## config.mk

```make
export PLATFORM = sky130hd
export DESIGN_NAME = rvc_cmd
export DESIGN_NICKNAME = d
export VERILOG_FILES = /design/src/design/rvc_pkg.sv /design/src/design/rvc_cmd.sv
export VERILOG_INCLUDE_DIRS = /design/src /design/src/design
export SDC_FILE = /design/constraint.sdc
export NUM_CORES = 1
export LEC_CHECK = 0
export ABC_AREA = 1
export BUFFER_PORTS_ARGS = -buffer_cell sky130_fd_sc_hd__buf_4
export CAP_MARGIN = 20
export CORE_AREA = 3 3 273 275
export DETAILED_ROUTE_END_ITERATION = 6
export DIE_AREA = 0 0 276 278
export SYNTH_ARGS = -nofsm -noshare
export SYNTH_HDL_FRONTEND = slang
export SYNTH_SLANG_ARGS = --single-unit
```

## constraint.sdc

```tcl
create_clock -name sys_clk -period 14.1 [get_ports sys_clk]
set_input_delay 0.705 -clock sys_clk [delete_from_list [all_inputs] [get_ports sys_clk]]
set_output_delay 0.705 -clock sys_clk [all_outputs]
set_load 0.01 [all_outputs]
```

## src/design/rvc_defines.svh

```systemverilog
// command codes, field positions, reset values and limits of the regulator command decoder
`ifndef RVC_DEFINES_SVH
`define RVC_DEFINES_SVH
`define RVC_CODE_ONOFF_CTRL    8'h01
`define RVC_CODE_SRC_CFG       8'h02
`define RVC_CODE_CLEAR_FAULTS  8'h03
`define RVC_CODE_STORE_DFLT    8'h11
`define RVC_CODE_RESTORE_DFLT  8'h12
`define RVC_CODE_STORE_USER    8'h15
`define RVC_CODE_RESTORE_USER  8'h16
`define RVC_CODE_VFMT          8'h20
`define RVC_CODE_NOMINAL       8'h21
`define RVC_CODE_TRIM          8'h22
`define RVC_CODE_CAL           8'h23
`define RVC_CODE_MARGIN_HI     8'h25
`define RVC_CODE_MARGIN_LO     8'h26
`define RVC_ONOFF_MSB          7
`define RVC_ONOFF_LSB          6
`define RVC_MARGIN_MSB         5
`define RVC_MARGIN_LSB         4
`define RVC_FAULT_MSB          3
`define RVC_FAULT_LSB          2
`define RVC_CFG_PWRUP          4
`define RVC_CFG_BUS_EN         3
`define RVC_CFG_PIN_EN         2
`define RVC_CFG_PIN_POL        1
`define RVC_CFG_FAST_OFF       0
`define RVC_ONOFF_IMMED        2'h0
`define RVC_ONOFF_SOFT         2'h1
`define RVC_ONOFF_ON           2'h2
`define RVC_MARGIN_NOM         2'h0
`define RVC_MARGIN_LOW         2'h1
`define RVC_MARGIN_HIGH        2'h2
`define RVC_FAULT_IGNORE       2'h1
`define RVC_FAULT_ACT          2'h2
`define RVC_FMT_LINEAR         3'h0
`define RVC_FMT_EXP            5'h14
`define RVC_RST_ONOFF_CTRL     16'h0080
`define RVC_RST_SRC_CFG        16'h0016
`define RVC_RST_NOMINAL        16'h0ccd
`define RVC_RST_TRIM           16'h0000
`define RVC_RST_CAL            16'h0000
`define RVC_RST_MARGIN_HI      16'h0d70
`define RVC_RST_MARGIN_LO      16'h0c29
`define RVC_TRIM_LIMIT_MV      150
`define RVC_VOLT_SCALE         4096
`define RVC_MV_PER_V           1000
`define RVC_SEC_LEVEL_ONE      2'h1
`define RVC_SEC_LEVEL_RST      2'h0
`endif

```

## src/design/rvc_pkg.sv

```systemverilog
// types shared by the regulator command decoder
package rvc_pkg;
  localparam int RVC_NREG = 7;
  typedef enum logic [1:0] {RVC_SEND, RVC_WRITE, RVC_READ} rvc_kind_t;
  typedef enum logic [2:0] {RVC_I_OP, RVC_I_CFG, RVC_I_NOM, RVC_I_TRIM, RVC_I_CAL,
                            RVC_I_MHI, RVC_I_MLO} rvc_idx_t;
  typedef enum logic {RVC_BOOT, RVC_READY} rvc_state_t;
  typedef logic [15:0] rvc_word_t;
endpackage

```

## src/design/rvc_cmd.sv

```systemverilog
// regulator on/off, margin, store/restore and output set-point command decoder
// Notes on behaviour
// on/off field 00 immediate off, 01 soft off, 10 on
// on/off field counts only when bus enable mode is selected
// margin field 00 nominal, 01 margin low target, 10 margin high target
// fault field while margined: 01 ignore faults, 10 act on faults
// power-up bit set keeps output off until pin or bus turns it on
// bus enable bit 0 ignores on/off field, 1 needs an on command
// pin mode bit 0 ignores pin, 1 enables only while pin asserted
// pin polarity bit 0 low enables, 1 high enables
// pin turn-off action bit 0 soft off, 1 immediate off
// code 03 clears every fault status bit
// code 11 saves configuration to default store, locked unless unlocked
// code 12 reloads whole configuration from default store
// code 15 saves settings changed since last restore to user store
// host waits 20 ms after user store or restore before next command; the host model waits 200 cycles instead
// host extends user store by restore, writes, then store
// user restore runs at power-up, overriding default store values
// user restore sets security level to level one
// format byte bits 4:0 hold five-bit signed exponent
// format byte bits 7:5 give representation, 000 linear
// code 21 holds unsigned nominal set-point word
// code 22 holds signed trim offset limited to 150 mV either way
// code 23 holds signed calibration offset, limited like trim
// margin high and low targets live at codes 25 and 26
`include "rvc_defines.svh"
`timescale 1ns/100ps
`default_nettype none

module rvc_cmd
  import rvc_pkg::*;
(
  input  wire logic      sys_clk,       // 100 MHz clock
  input  wire logic      rst,           // async reset, active high
  input  wire logic      cmd_valid,     // command present
  output logic           cmd_ready,     // command can be taken
  input  wire rvc_kind_t cmd_kind,      // send byte, write or read
  input  wire logic [7:0]  cmd_code,    // command code
  input  wire logic [15:0] cmd_wdata,   // write data, bytes in low bits
  output logic           rsp_valid,     // one-cycle answer pulse
  output logic           rsp_err,       // command refused
  output rvc_word_t      rsp_rdata,     // read data
  input  wire logic      ctrl_pin,      // remote control pin level
  input  wire logic      dflt_unlock,   // lifts default store protection
  output logic           out_enable,    // output enabled
  output logic           out_fast_off,  // off is immediate, not ramped
  output logic [1:0]     out_margin,    // selected target
  output rvc_word_t      out_target,    // selected target voltage word
  output rvc_word_t      out_trim,      // trim offset word
  output rvc_word_t      out_cal,       // calibration offset word
  output logic           out_fault_ignore, // ignore ov/uv while margined
  output logic           fault_clear,   // one-cycle fault clear pulse
  output logic [1:0]     security_level // current security level
);

  localparam logic signed [15:0] TRIM_LIM =
    16'((`RVC_TRIM_LIMIT_MV * `RVC_VOLT_SCALE) / `RVC_MV_PER_V);
  localparam rvc_word_t RST_VAL [RVC_NREG] = '{`RVC_RST_ONOFF_CTRL, `RVC_RST_SRC_CFG,
    `RVC_RST_NOMINAL, `RVC_RST_TRIM, `RVC_RST_CAL, `RVC_RST_MARGIN_HI, `RVC_RST_MARGIN_LO};
  localparam logic [7:0] VFMT = {`RVC_FMT_LINEAR, `RVC_FMT_EXP};

  rvc_state_t           state;
  rvc_word_t            cfg_q  [RVC_NREG];
  rvc_word_t            dflt_q [RVC_NREG];
  rvc_word_t            user_q [RVC_NREG];
  logic [RVC_NREG-1:0]  user_valid;
  logic [RVC_NREG-1:0]  changed;
  rvc_idx_t             idx;
  logic                 hit;
  logic                 take;
  logic                 is_send;
  logic                 send_ok;
  logic                 ok;
  logic                 do_wr;
  logic                 do_rst_user;
  logic                 do_rst_dflt;
  logic                 do_st_user;
  logic                 do_st_dflt;
  logic [7:0]           op;
  logic [7:0]           cfg;
  logic                 pin_ok;
  logic                 bus_ok;
  logic                 next_enable;
  logic                 next_fast_off;
  logic [1:0]           next_margin;

  ////////////////////////////////////////////////////////////////////////////
  // command decode

  // clamp signed offsets, keep byte registers to eight bits
  function automatic rvc_word_t fit(input rvc_idx_t i, input rvc_word_t w);
    logic signed [15:0] s;
    s = signed'(w);
    fit = w;
    if (i == RVC_I_OP || i == RVC_I_CFG) begin
      fit = {8'h00, w[7:0]};
    end else if (i == RVC_I_TRIM || i == RVC_I_CAL) begin
      if (s > TRIM_LIM) begin
        fit = TRIM_LIM;
      end else if (s < -TRIM_LIM) begin
        fit = -TRIM_LIM;
      end
    end
  endfunction

  // map a code to a stored register
  always_comb begin
    hit = 1'b1;
    idx = RVC_I_OP;
    unique case (cmd_code)
      `RVC_CODE_ONOFF_CTRL: idx = RVC_I_OP;
      `RVC_CODE_SRC_CFG:    idx = RVC_I_CFG;
      `RVC_CODE_NOMINAL:    idx = RVC_I_NOM;
      `RVC_CODE_TRIM:       idx = RVC_I_TRIM;
      `RVC_CODE_CAL:        idx = RVC_I_CAL;
      `RVC_CODE_MARGIN_HI:  idx = RVC_I_MHI;
      `RVC_CODE_MARGIN_LO:  idx = RVC_I_MLO;
      default:              hit = 1'b0;
    endcase
  end

  // send-byte legality; default store refuses while locked
  always_comb begin
    send_ok = 1'b1;
    unique case (cmd_code)
      `RVC_CODE_CLEAR_FAULTS,
      `RVC_CODE_RESTORE_DFLT,
      `RVC_CODE_STORE_USER,
      `RVC_CODE_RESTORE_USER: send_ok = 1'b1;
      `RVC_CODE_STORE_DFLT:   send_ok = dflt_unlock;
      default:                send_ok = 1'b0;
    endcase
  end

  assign cmd_ready   = (state == RVC_READY);
  assign take        = cmd_valid & cmd_ready;
  assign is_send     = take & (cmd_kind == RVC_SEND);
  assign ok          = (cmd_kind == RVC_SEND && send_ok) ||
                       (cmd_kind == RVC_WRITE && hit) ||
                       (cmd_kind == RVC_READ && (hit || cmd_code == `RVC_CODE_VFMT));
  assign do_wr       = take & (cmd_kind == RVC_WRITE) & hit;
  assign do_rst_user = (state == RVC_BOOT) |
                       (is_send & (cmd_code == `RVC_CODE_RESTORE_USER));
  assign do_rst_dflt = is_send & (cmd_code == `RVC_CODE_RESTORE_DFLT);
  assign do_st_user  = is_send & (cmd_code == `RVC_CODE_STORE_USER);
  assign do_st_dflt  = is_send & (cmd_code == `RVC_CODE_STORE_DFLT) & dflt_unlock;

  ////////////////////////////////////////////////////////////////////////////
  // boot sequence: one cycle of user restore after reset

  always_ff @(posedge sys_clk or posedge rst) begin
    if (rst) begin
      state <= RVC_BOOT;
    end else begin
      state <= RVC_READY;
    end
  end

  ////////////////////////////////////////////////////////////////////////////
  // live configuration and the two stores

  // reset loads factory values; the boot cycle then applies the user store
  always_ff @(posedge sys_clk or posedge rst) begin
    if (rst) begin
      for (int i = 0; i < RVC_NREG; i++) begin
        cfg_q[i]  <= RST_VAL[i];
        dflt_q[i] <= RST_VAL[i];
        user_q[i] <= 16'h0000;
      end
      user_valid <= '0;
      changed    <= '0;
    end else if (do_rst_user) begin
      for (int i = 0; i < RVC_NREG; i++) begin
        if (user_valid[i]) begin
          cfg_q[i] <= user_q[i];
        end
      end
      changed <= '0;
    end else if (do_rst_dflt) begin
      for (int i = 0; i < RVC_NREG; i++) begin
        cfg_q[i] <= dflt_q[i];
      end
      changed <= '0;
    end else if (do_st_user) begin
      for (int i = 0; i < RVC_NREG; i++) begin
        if (changed[i]) begin
          user_q[i]     <= cfg_q[i];
          user_valid[i] <= 1'b1;
        end
      end
    end else if (do_st_dflt) begin
      for (int i = 0; i < RVC_NREG; i++) begin
        dflt_q[i] <= cfg_q[i];
      end
    end else if (do_wr) begin
      cfg_q[idx]   <= fit(idx, cmd_wdata);
      changed[idx] <= 1'b1;
    end
  end

  // security level rises to one after any user restore
  always_ff @(posedge sys_clk or posedge rst) begin
    if (rst) begin
      security_level <= `RVC_SEC_LEVEL_RST;
    end else if (do_rst_user) begin
      security_level <= `RVC_SEC_LEVEL_ONE;
    end
  end

  // fault clear pulse
  always_ff @(posedge sys_clk or posedge rst) begin
    if (rst) begin
      fault_clear <= 1'b0;
    end else begin
      fault_clear <= is_send & (cmd_code == `RVC_CODE_CLEAR_FAULTS);
    end
  end

  ////////////////////////////////////////////////////////////////////////////
  // answer to the host

  always_ff @(posedge sys_clk or posedge rst) begin
    if (rst) begin
      rsp_valid <= 1'b0;
      rsp_err   <= 1'b0;
      rsp_rdata <= 16'h0000;
    end else begin
      rsp_valid <= take;
      rsp_err   <= take & ~ok;
      if (take && cmd_kind == RVC_READ) begin
        if (cmd_code == `RVC_CODE_VFMT) begin
          rsp_rdata <= {8'h00, VFMT};
        end else if (hit) begin
          rsp_rdata <= cfg_q[idx];
        end else begin
          rsp_rdata <= 16'h0000;
        end
      end
    end
  end

  ////////////////////////////////////////////////////////////////////////////
  // enable, turn-off style and target selection

  assign op  = cfg_q[RVC_I_OP][7:0];
  assign cfg = cfg_q[RVC_I_CFG][7:0];

  always_comb begin
    pin_ok = ~cfg[`RVC_CFG_PIN_EN] |
             (ctrl_pin == cfg[`RVC_CFG_PIN_POL]);
    bus_ok = ~cfg[`RVC_CFG_BUS_EN] |
             (op[`RVC_ONOFF_MSB:`RVC_ONOFF_LSB] == `RVC_ONOFF_ON);
    if (cfg[`RVC_CFG_PWRUP]) begin
      next_enable = (cfg[`RVC_CFG_BUS_EN] | cfg[`RVC_CFG_PIN_EN]) & pin_ok & bus_ok;
    end else begin
      next_enable = pin_ok & bus_ok;
    end
    next_enable = next_enable & (state == RVC_READY);
    next_fast_off = ~next_enable &
      ((cfg[`RVC_CFG_BUS_EN] &
        (op[`RVC_ONOFF_MSB:`RVC_ONOFF_LSB] == `RVC_ONOFF_IMMED)) |
       (~pin_ok & cfg[`RVC_CFG_FAST_OFF]));
    next_margin = op[`RVC_MARGIN_MSB:`RVC_MARGIN_LSB];
    if (next_margin != `RVC_MARGIN_LOW && next_margin != `RVC_MARGIN_HIGH) begin
      next_margin = `RVC_MARGIN_NOM;
    end
  end

  // registered output controls
  always_ff @(posedge sys_clk or posedge rst) begin
    if (rst) begin
      out_enable       <= 1'b0;
      out_fast_off     <= 1'b0;
      out_margin       <= `RVC_MARGIN_NOM;
      out_target       <= 16'h0000;
      out_trim         <= 16'h0000;
      out_cal          <= 16'h0000;
      out_fault_ignore <= 1'b0;
    end else begin
      out_enable   <= next_enable;
      out_fast_off <= next_fast_off;
      out_margin   <= next_margin;
      unique case (next_margin)
        `RVC_MARGIN_LOW:  out_target <= cfg_q[RVC_I_MLO];
        `RVC_MARGIN_HIGH: out_target <= cfg_q[RVC_I_MHI];
        default:          out_target <= cfg_q[RVC_I_NOM];
      endcase
      out_trim <= cfg_q[RVC_I_TRIM];
      out_cal  <= cfg_q[RVC_I_CAL];
      out_fault_ignore <= (next_margin != `RVC_MARGIN_NOM) &
        (op[`RVC_FAULT_MSB:`RVC_FAULT_LSB] == `RVC_FAULT_IGNORE);
    end
  end

  ////////////////////////////////////////////////////////////////////////////
  // checks

  a_bus_immed_off: assert property (@(posedge sys_clk) disable iff (rst)
    cmd_ready && cfg[`RVC_CFG_BUS_EN] && op[7:6] == `RVC_ONOFF_IMMED
      |=> !out_enable && out_fast_off)
    else $error("immediate bus off not applied");

  a_bus_ignored: assert property (@(posedge sys_clk) disable iff (rst)
    cmd_ready && !cfg[`RVC_CFG_BUS_EN] && cfg[`RVC_CFG_PIN_EN] && pin_ok
      |=> out_enable)
    else $error("on/off field acted without bus enable mode");

  a_margin_high: assert property (@(posedge sys_clk) disable iff (rst)
    op[5:4] == `RVC_MARGIN_HIGH |=> out_target == $past(cfg_q[RVC_I_MHI]))
    else $error("margin high target not selected");

  a_fault_ignore: assert property (@(posedge sys_clk) disable iff (rst)
    op[5:4] == `RVC_MARGIN_LOW && op[3:2] == `RVC_FAULT_ACT |=> !out_fault_ignore)
    else $error("faults ignored while act selected");

  a_pwrup_off: assert property (@(posedge sys_clk) disable iff (rst)
    cfg[`RVC_CFG_PWRUP] && !cfg[`RVC_CFG_BUS_EN] && !cfg[`RVC_CFG_PIN_EN]
      |=> !out_enable)
    else $error("output on with no on source");

  a_pin_gate: assert property (@(posedge sys_clk) disable iff (rst)
    cfg[`RVC_CFG_PIN_EN] && ctrl_pin != cfg[`RVC_CFG_PIN_POL] |=> !out_enable)
    else $error("output on while pin deasserted");

  a_clear_pulse: assert property (@(posedge sys_clk) disable iff (rst)
    is_send && cmd_code == `RVC_CODE_CLEAR_FAULTS
      |=> (fault_clear && rsp_valid && !rsp_err) ##1 (!fault_clear || $past(is_send)))
    else $error("fault clear pulse wrong");

  a_dflt_locked: assert property (@(posedge sys_clk) disable iff (rst)
    is_send && cmd_code == `RVC_CODE_STORE_DFLT && !dflt_unlock
      |=> rsp_valid && rsp_err && $stable(dflt_q[RVC_I_NOM]))
    else $error("locked default store not refused");

  a_trim_limit: assert property (@(posedge sys_clk) disable iff (rst)
    $signed(cfg_q[RVC_I_TRIM]) <= TRIM_LIM && $signed(cfg_q[RVC_I_TRIM]) >= -TRIM_LIM)
    else $error("trim offset beyond limit");

  a_boot_level: assert property (@(posedge sys_clk) disable iff (rst)
    state == RVC_BOOT |=> security_level == `RVC_SEC_LEVEL_ONE && cmd_ready)
    else $error("boot restore did not set level one");

endmodule

`default_nettype wire

```

==> results of run 1 <==
worst max-delay path by stage:
stage / start / endpoint / slack, ns / depth (start not counted)
after detailed placement: cmd_code[7] / cfg_q[56] / 9.78 / 14
after floorplan: rst / cfg[0] / 1.66 / 1
after CTS: cmd_ready / cfg_q[56] / 10.11 / 12
after global placement: cmd_code[7] / cfg_q[48] / 9.82 / 14
final: cmd_ready / cfg_q[54] / 9.96 / 12
after global routing: cmd_ready / cfg_q[63] / 9.68 / 12
state kept, by name (all words and copies together) (netlist names), 2 cells and up:
name        flops
cfg             8
cfg_q         104
changed         7
dflt_q        112
out_cal        16
out_margin      2
out_target     16
out_trim       16
rsp_rdata      16
user_q        112
user_valid      7
cells in the mapped netlist, types with 2 or more instances:
library cell and count:
sky130_fd_sc_hd__nand2_1 788, sky130_fd_sc_hd__buf_6 2, sky130_fd_sc_hd__nor3_1 2, sky130_fd_sc_hd__nand3_1 72
sky130_fd_sc_hd__inv_1 179, sky130_fd_sc_hd__conb_1 2, sky130_fd_sc_hd__clkbuf_1 75, sky130_fd_sc_hd__or2_0 2
sky130_fd_sc_hd__mux2i_1 8, sky130_fd_sc_hd__dfrtp_1 380, sky130_fd_sc_hd__buf_1 12, sky130_fd_sc_hd__nor2_2 3
sky130_fd_sc_hd__a21oi_1 110, sky130_fd_sc_hd__a21boi_0 8, sky130_fd_sc_hd__a21oi_2 9, sky130_fd_sc_hd__o21ai_1 30
sky130_fd_sc_hd__o221ai_1 5, sky130_fd_sc_hd__buf_4 8, sky130_fd_sc_hd__nor2_1 232, sky130_fd_sc_hd__or2_1 6
sky130_fd_sc_hd__o211ai_1 2, sky130_fd_sc_hd__nand4_1 50, sky130_fd_sc_hd__clkinv_1 2, sky130_fd_sc_hd__buf_2 40
sky130_fd_sc_hd__inv_2 8, sky130_fd_sc_hd__dfstp_2 44, sky130_fd_sc_hd__nor2_4 6, sky130_fd_sc_hd__nand2_2 12
sky130_fd_sc_hd__ha_1 5, sky130_fd_sc_hd__o21ai_0 293, sky130_fd_sc_hd__nand3_2 3, sky130_fd_sc_hd__o22ai_1 22
final cells by class:
| type | instances | area (um^2) |
|---|---|---|
| clock buffers | 64 | 1350 |
| well taps | 959 | 1200 |
| clock inverters | 19 | 288 |
| repair buffers | 129 | 1060 |
| fillers | 7747 | 49800 |
| multi-input cells | 1680 | 7530 |
| inverters | 189 | 721 |
| flip-flops and latches | 424 | 10700 |
report_power, final:
group	total [uW]	switching, uW	internal (uW)	leakage, uW
Clock	1320	522	798	0.000795
Combinational	259	185	74.2	0.00449
Sequential	1310	39.6	1270	0.00550
Total	2890	747	2140	0.0108
per-stage QoR:
step | area (um^2) | instances | setup slack, ns
after global placement | 21100 | 3377 | 9.82
after detailed placement | 21100 | 3377 | 9.78
after CTS | 22700 | 3460 | 10.11
final | 22800 | 3464 | 9.96
after global routing | 22800 | 3464 | 9.68
after floorplan | 19500 | 2430 | 1.66
kinds of logic (layout without fill, tap and decap cells):
family / count (synthesis) / count (layout)
other: 2 / 2
AOI/OAI and AO/OA: 484 / 484
muxes: 8 / 8
buffers and inverters: 326 / 401
and+or+nand+nor: 1181 / 1181
DFF: 424 / 424
adders and majority gates: 5 / 5
worst register-to-register path, stage by stage (launching register included):
cell and delay [ns]:
sky130_fd_sc_hd__dfrtp_1 0.52, sky130_fd_sc_hd__nand2_1 0.16, sky130_fd_sc_hd__nor2_2 0.27, sky130_fd_sc_hd__nand3_2 0.16, sky130_fd_sc_hd__nand2_4 0.55, sky130_fd_sc_hd__clkinv_2 0.64, sky130_fd_sc_hd__buf_4 0.56, sky130_fd_sc_hd__nor2_1 0.34
sky130_fd_sc_hd__a21oi_1 0.07, sky130_fd_sc_hd__nand2_2 0.52, sky130_fd_sc_hd__nor2_1 0.11, sky130_fd_sc_hd__nand2_1 0.09, sky130_fd_sc_hd__nand2_1 0.05
per-layer routing:
| layer | up-vias | GRT usage | wire, um |
|---|---|---|---|
| li1 | 7840 | - | - |
| met5 | - | 0 | 0 |
| met3 | 110 | 0.0352 | 6080 |
| met1 | 8115 | 0.246 | 29600 |
| met4 | 0 | 0.0543 | 1880 |
| met2 | 749 | 0.244 | 27900 |
==> impl_table.tex, run 1 <==
\begin{tabular}{lr}
\hline
Metric & Value \\
\hline
\multicolumn{2}{l}{\textbf{Status}} \\
Result of the run & finished, final reports clean \\
\multicolumn{2}{l}{\textbf{Synth}} \\
Area leader, netlist & sky130\_fd\_sc\_hd\_\_dfrtp\_1 \\
Number of unique standard cell types used by synthesis & 42 \\
Post-synth EDFFs & 0 \\
Sequential share of the synthesized area & 0.547 \\
Syn. warnings & 0 \\
Post-synthesis compound-gate area fraction & 0.131 \\
Share of cell area taken by muxes after synthesis & 0.00411 \\
Synthesized area & 0.0195 mm\^{}2 \\
Cell count after synthesis & 2430 \\
Main synth FF type & sky130\_fd\_sc\_hd\_\_dfrtp\_1 \\
XOR/XNOR Fraction of Synth Area & 0 \\
Register bit total from synthesis & 424 \\
Fraction of registers with async set or reset after synthesis & 1.00 \\
Post-Synth Adder-Cell Area & 0.00321 \\
Synth area leaders & sky130\_fd\_sc\_hd\_\_dfrtp\_1, sky130\_fd\_sc\_hd\_\_nand2\_1, sky130\_fd\_sc\_hd\_\_o21ai\_0, sky130\_fd\_sc\_hd\_\_dfstp\_2, sky130\_fd\_sc\_hd\_\_nor2\_1 \\
Area share of the leading cell type in the synthesized netlist & 0.488 \\
Average size of a mapped cell & 8.02 um\^{}2 \\
Post-synthesis simple-gate area fraction & 0.247 \\
Dominant combinational cell family by area after synthesis & simple AND/OR/NAND/NOR gates \\
Number of nets produced by synthesis & 2466 \\
\multicolumn{2}{l}{\textbf{STA}} \\
Final worst hold slack & 0.278 ns \\
Fin Clk Skew & 0.0108 ns \\
Peak clock frequency supported by timing & 241 MHz \\
Total negative slack & 0 ns \\
Number of hold violations in the final report & 0 \\
Final setup violation count & 0 \\
Transition time at the pin with the least slew margin & 1.07 ns \\
Final period util & 0.294 \\
Clock period minus worst slack & 4.14 ns \\
Final Max Tran Viols & 0 \\
Worst relative slew slack & 0.280 \\
Setup repair after global routing missed its margin & false \\
\multicolumn{2}{l}{\textbf{Routing}} \\
Total routed wirelength & 65400 um \\
Avg Vias per Cell & 4.85 \\
DRC violation total after the first TritonRoute iteration & 1920 \\
Post-route ant nets & 0 \\
Detailed-route wire length per cell & 18.9 um \\
Via Count & 16800 \\
DRT Pass-1 Iters & 6 \\
DRC violation count after routing & 0 \\
\multicolumn{2}{l}{\textbf{Floorplanning}} \\
Die Span X & 276 um \\
I/O pin count & 106 \\
Placeable core area & 0.0726 mm\^{}2 \\
Num rows & 99 \\
Die boundary height & 278 um \\
Effective utilization at floorplan & 0.269 \\
Die Area & 0.0767 mm\^{}2 \\
\multicolumn{2}{l}{\textbf{Worst setup path}} \\
Critical Path Start Type & flip-flop \\
Worst path max stage delay & 0.58 ns \\
Family with the most delay on the worst path & simple AND/OR/NAND/NOR gates \\
Worst r2r path cells & 12 \\
Critical Path Most Common Cell & sky130\_fd\_sc\_hd\_\_nand2\_1 \\
Reg2Reg Capture Point & cfg\_q[54] \\
CP arrival & 4.62 ns \\
Buffer and inverter count on the worst path & 2 \\
Setup slack, reg-to-reg & 9.96 ns \\
Crit Path Category & flip-flop to flip-flop \\
Critical Path, Cell by Cell & nand2\_1 > nor2\_2 > nand3\_2 > nand2\_4 > clkinv\_2 > buf\_4 > nor2\_1 > a21oi\_1 > nand2\_2 > nor2\_1 > nand2\_1 > nand2\_1 \\
CP max stage cell & sky130\_fd\_sc\_hd\_\_clkinv\_2 \\
Highest fanout seen on the critical path & 72 \\
Category of the worst setup path capture point & flip-flop \\
Startpoint of the worst register-to-register path & cmd\_ready \\
Data required time of the critical path & 14.58 ns \\
\multicolumn{2}{l}{\textbf{CTS}} \\
Clock Pin Slew Worst Setup and Hold Paths & 0.07 ns \\
Count of cells resized by post-cts repair & 0 \\
Quantity of hold-fixing buffers added after cts & 0 \\
Clock sink total & 424 \\
TritonCTS clock tree & yes \\
Post-CTS setup-driven buffer insertion count & 0 \\
Bufs on Longest Clock Path & 3 \\
Clock tree root buffer cell & sky130\_fd\_sc\_hd\_\_clkbuf\_16 \\
Clock latency at the later pin of the worst-skew pair & 0.59 ns \\
Number of buffers inserted during clock tree synthesis & 46 \\
H-tree Lvls & 2 \\
\multicolumn{2}{l}{\textbf{GRT}} \\
Total grt overflow & 0 \\
Via count of the first global-routing pass & 15500 \\
Antenna violations before repair & 1 \\
Largest net degree at the start of global routing & 155 \\
First-pass GRT wire length & 99900 um \\
Overall track demand over capacity in global routing & 0.167 \\
\multicolumn{2}{l}{\textbf{Finish}} \\
Antenna cells & 0 \\
Fraction of layout instances using a drive strength above 1 & 0.120 \\
Most common cell after layout, fill and taps aside & sky130\_fd\_sc\_hd\_\_nand2\_1 \\
Commonest cells after routing, fill and taps aside & sky130\_fd\_sc\_hd\_\_nand2\_1, sky130\_fd\_sc\_hd\_\_dfrtp\_1, sky130\_fd\_sc\_hd\_\_o21ai\_0 \\
Layout Area Growth over Synthesis & 17.0\% \\
Share of the core filled with cells & 0.314 \\
Total number of nets in the final design & 2506 \\
\multicolumn{2}{l}{\textbf{Pwr}} \\
Final Power & 2890 uW \\
PwrDens & 127 mW/mm\^{}2 \\
Leakage power figure & 0.0108 uW \\
IR Drop Worst-Case VDD & 84.6 uV \\
\multicolumn{2}{l}{\textbf{Placement}} \\
Gp weighted congestion & 0.860 \\
Input/output buffers & 104 \\
Half-perimeter wire length after placement & 42700 um \\
\multicolumn{2}{l}{\textbf{Min path}} \\
Class of the most critical hold timing path & input port to async pin \\
\multicolumn{2}{l}{\textbf{Flow run}} \\
Number of maximum-capacitance constraint violations & 0 \\
\hline
\end{tabular}
Power figures use the tool's default switching activity.
==> inputs of run 2 (changes only) <==
clock period = 3.7 ns   (was 14.1 ns; I/O delays follow)
==> run 2 against run 1 <==
- register-to-register slack got worse by 9.1 ns
- via count barely moved
- final cell count rose by 1.1%
- critical path type unchanged
- largest power group is now registers
==> impl_table.tex, run 2 (same netlist as run 1, synthesis figures left out) <==
\begin{tabular}{lr}
\hline
Metric & Value \\
\hline
\multicolumn{2}{l}{\textbf{Floorplanning}} \\
I/O pin count & 106 (unchanged) \\
Die boundary height & 278 um (unchanged) \\
Die Area & 0.0767 mm\^{}2 (unchanged) \\
Effective utilization at floorplan & 0.269 (unchanged) \\
Num rows & 99 (unchanged) \\
Die Span X & 276 um (unchanged) \\
Placeable core area & 0.0726 mm\^{}2 (unchanged) \\
\multicolumn{2}{l}{\textbf{GRT}} \\
Via count of the first global-routing pass & 15900 (was 15500) \\
Overall track demand over capacity in global routing & 0.169 (was 0.167) \\
Largest net degree at the start of global routing & 133 (was 155) \\
Total grt overflow & 0 (unchanged) \\
First-pass GRT wire length & 101000 um (was 99900 um) \\
Antenna violations before repair & 4 (was 1) \\
\multicolumn{2}{l}{\textbf{Worst setup path}} \\
Beginning of the critical path & cmd\_ready (unchanged) \\
Worst path max stage delay & 0.50 ns (was 0.58 ns) \\
CP max stage cell & sky130\_fd\_sc\_hd\_\_nand2\_2 (was sky130\_fd\_sc\_hd\_\_clkinv\_2) \\
Worst r2r path cells & 12 (unchanged) \\
Category of the worst setup path capture point & flip-flop (unchanged) \\
Critical Path Most Common Cell & sky130\_fd\_sc\_hd\_\_nand2\_1 (unchanged) \\
Setup slack, reg-to-reg & 0.90 ns (was 9.96 ns) \\
Crit Path Category & flip-flop to flip-flop (unchanged) \\
Cell count along the critical path & 12 (unchanged) \\
Critical Path End & cfg[3] (was cfg\_q[54]) \\
Critical Path, Cell by Cell & nand2\_1 > nor2\_2 > nand3\_2 > nand2\_4 > clkinv\_2 > buf\_4 > nor2\_1 > a21oi\_1 > nand2\_2 > nor2\_1 > nand2\_1 > nand2\_1 (unchanged) \\
Critical Path Start Type & flip-flop (unchanged) \\
Reg2Reg Capture Point & cfg[3] (was cfg\_q[54]) \\
Buffer and inverter count on the worst path & 2 (unchanged) \\
Data required time of the critical path & 4.18 ns (was 14.58 ns) \\
Highest fanout seen on the critical path & 32 (was 72) \\
Family with the most delay on the worst path & simple AND/OR/NAND/NOR gates (unchanged) \\
CP arrival & 3.28 ns (was 4.62 ns) \\
Startpoint of the worst register-to-register path & cmd\_ready (unchanged) \\
\multicolumn{2}{l}{\textbf{Routing}} \\
Detailed-route wire length per cell & 18.8 um (was 18.9 um) \\
Via Count & 16800 (about the same) \\
DRT Pass-1 Iters & 6 (unchanged) \\
Avg Vias per Cell & 4.80 (was 4.85) \\
DRC violation total after the first TritonRoute iteration & 1781 (was 1920) \\
Total routed wirelength & 65700 um (was 65400 um) \\
DRC violation count after routing & 0 (unchanged) \\
Post-route ant nets & 0 (unchanged) \\
\multicolumn{2}{l}{\textbf{STA}} \\
Number of hold violations in the final report & 0 (unchanged) \\
Final setup violation count & 0 (unchanged) \\
Peak clock frequency supported by timing & 357 MHz (was 241 MHz) \\
Final period util & 0.758 (was 0.294) \\
Final Max Tran Viols & 0 (unchanged) \\
Transition time at the pin with the least slew margin & 0.974 ns (was 1.07 ns) \\
Clock period minus worst slack & 2.80 ns (was 4.14 ns) \\
Worst relative slew slack & 0.350 (was 0.280) \\
Fin Clk Skew & 0.0249 ns (was 0.0108 ns) \\
Setup repair after global routing missed its margin & false (unchanged) \\
\multicolumn{2}{l}{\textbf{Placement}} \\
Gp weighted congestion & 0.886 (was 0.860) \\
Input/output buffers & 104 (unchanged) \\
Number of instances in the placed design & 3398 (was 3377) \\
Half-perimeter wire length after placement & 43700 um (was 42700 um) \\
\multicolumn{2}{l}{\textbf{Pwr}} \\
Switching fraction of total power & 0.265 (was 0.258) \\
PwrDens & 477 mW/mm\^{}2 (was 127 mW/mm\^{}2) \\
Logic pwr share & 0.092 (was 0.090) \\
Leakage power figure & 0.0109 uW (was 0.0108 uW) \\
Final Power & 11000 uW (was 2890 uW) \\
Internal Dissipation & 8080 uW (was 2140 uW) \\
Switch Pwr & 2910 uW (was 747 uW) \\
IR Drop Worst-Case VDD & 385 uV (was 84.6 uV) \\
Portion of total power attributed to sequential cells & 0.454 (was 0.453) \\
Clock network power share & 0.453 (was 0.457) \\
\multicolumn{2}{l}{\textbf{Finish}} \\
Registers with the most flip-flops & dflt\_q x112, user\_q x112, cfg\_q x104 (unchanged) \\
Final standard cell count with taps included and fillers excluded & 3502 (was 3464) \\
Total number of nets in the final design & 2538 (was 2506) \\
Most common cell after layout, fill and taps aside & sky130\_fd\_sc\_hd\_\_nand2\_1 (unchanged) \\
Commonest cells after routing, fill and taps aside & sky130\_fd\_sc\_hd\_\_nand2\_1, sky130\_fd\_sc\_hd\_\_dfrtp\_1, sky130\_fd\_sc\_hd\_\_o21ai\_0 (unchanged) \\
Fraction of layout instances using a drive strength above 1 & 0.126 (was 0.120) \\
Layout Area Growth over Synthesis & 18.2\% (was 17.0\%) \\
\multicolumn{2}{l}{\textbf{Flow run}} \\
Number of maximum-capacitance constraint violations & 0 (unchanged) \\
\multicolumn{2}{l}{\textbf{CTS}} \\
Count of cells resized by post-cts repair & 0 (unchanged) \\
Number of buffers inserted during clock tree synthesis & 48 (was 46) \\
Quantity of hold-fixing buffers added after cts & 13 (was 0) \\
Clock tree root buffer cell & sky130\_fd\_sc\_hd\_\_clkbuf\_16 (unchanged) \\
Clock Pin Slew Worst Setup and Hold Paths & 0.06 ns (was 0.07 ns) \\
Clock latency at the later pin of the worst-skew pair & 0.61 ns (was 0.59 ns) \\
H-tree Lvls & 2 (unchanged) \\
Bufs on Longest Clock Path & 3 (unchanged) \\
Clock sink total & 424 (unchanged) \\
TritonCTS clock tree & yes (unchanged) \\
Post-CTS setup-driven buffer insertion count & 0 (unchanged) \\
\multicolumn{2}{l}{\textbf{Status}} \\
Result of the run & finished, final reports clean (unchanged) \\
\multicolumn{2}{l}{\textbf{Min path}} \\
Class of the most critical hold timing path & input port to flip-flop (was input port to async pin) \\
\hline
\end{tabular}
[run 2: changes by cell type in the layout (fill, tap and decap cells not counted), moves of 2 or more]
cell                            delta
sky130_fd_sc_hd__buf_12            +4
sky130_fd_sc_hd__buf_16            -4
sky130_fd_sc_hd__buf_4            +17
sky130_fd_sc_hd__bufinv_16         -2
sky130_fd_sc_hd__clkbuf_1          +4
sky130_fd_sc_hd__diode_2           +2
sky130_fd_sc_hd__dlygate4sd3_1    +13
sky130_fd_sc_hd__inv_6             +3
[run 2: worst reg2reg max path, stage by stage, from the launching register on]
cell and delay, ns:
sky130_fd_sc_hd__dfrtp_1 0.48, sky130_fd_sc_hd__nand2_1 0.14, sky130_fd_sc_hd__nor2_2 0.24, sky130_fd_sc_hd__nand3_2 0.13, sky130_fd_sc_hd__nand2_4 0.11, sky130_fd_sc_hd__clkinv_2 0.28, sky130_fd_sc_hd__buf_4 0.39, sky130_fd_sc_hd__nor2_1 0.15
sky130_fd_sc_hd__a21oi_1 0.06, sky130_fd_sc_hd__nand2_2 0.50, sky130_fd_sc_hd__nor2_1 0.10, sky130_fd_sc_hd__nand2_1 0.08, sky130_fd_sc_hd__nand2_1 0.04
[run 2: area by class of cell]
type	instances	area, um^2
clock inverter	21	280
multi-input combinational	1680	7520
timing repair buffer	159	1290
fill	7733	49600
inverter	189	717
clock buffer	68	1360
antenna	2	5.00
tap	959	1200
sequential	424	10700
[run 2: layer usage]
layer / routed length (um) / vias up / GRT usage
met5: 33 / - / 0
met2: 27800 / 695 / 0.248
li1: - / 7921 / -
met3: 6420 / 124 / 0.0480
met4: 2390 / 4 / 0.0643
met1: 29100 / 8054 / 0.235
[run 2: stage by stage]
step	hold WS, ns	instance area, um^2	worst slack [ns]	util	setup TNS, ns
floorplan	0.359	19500	-2.17	-	-851.23
global placement	0.156	21300	0.973	0.293	0
detailed placement	0.150	21300	0.889	0.293	0
CTS	0.00167	23000	0.900	0.317	0
global route	0.0551	23000	0.608	0.317	0
finish	0.0381	23000	0.897	0.317	0
[run 2: how the worst min path moves through the flow]
stage,depth (start not counted),to,from,slack [ns]
2_1_floorplan,2,rsp_err,cmd_valid,0.36
3_3_place_gp,2,user_q[26],rst,0.16
3_5_place_dp,2,user_q[26],rst,0.15
4_1_cts,5,rsp_err,cmd_kind[1],0.002
5_1_grt,5,cfg_q[103],cmd_wdata[7],0.06
6_report,5,cfg_q[18],cmd_wdata[2],0.04
[run 2: power groups by stage]
stage / Combinational [uW] / Sequential [uW] / Clock, uW
4_1_cts: 1020 / 4990 / 5050
2_1_floorplan: 518 / 5050 / 0
6_report: 1010 / 4990 / 4980
3_5_place_dp: 1000 / 5070 / 0
3_3_place_gp: 997 / 5070 / 0
5_1_grt: 1120 / 5010 / 5250
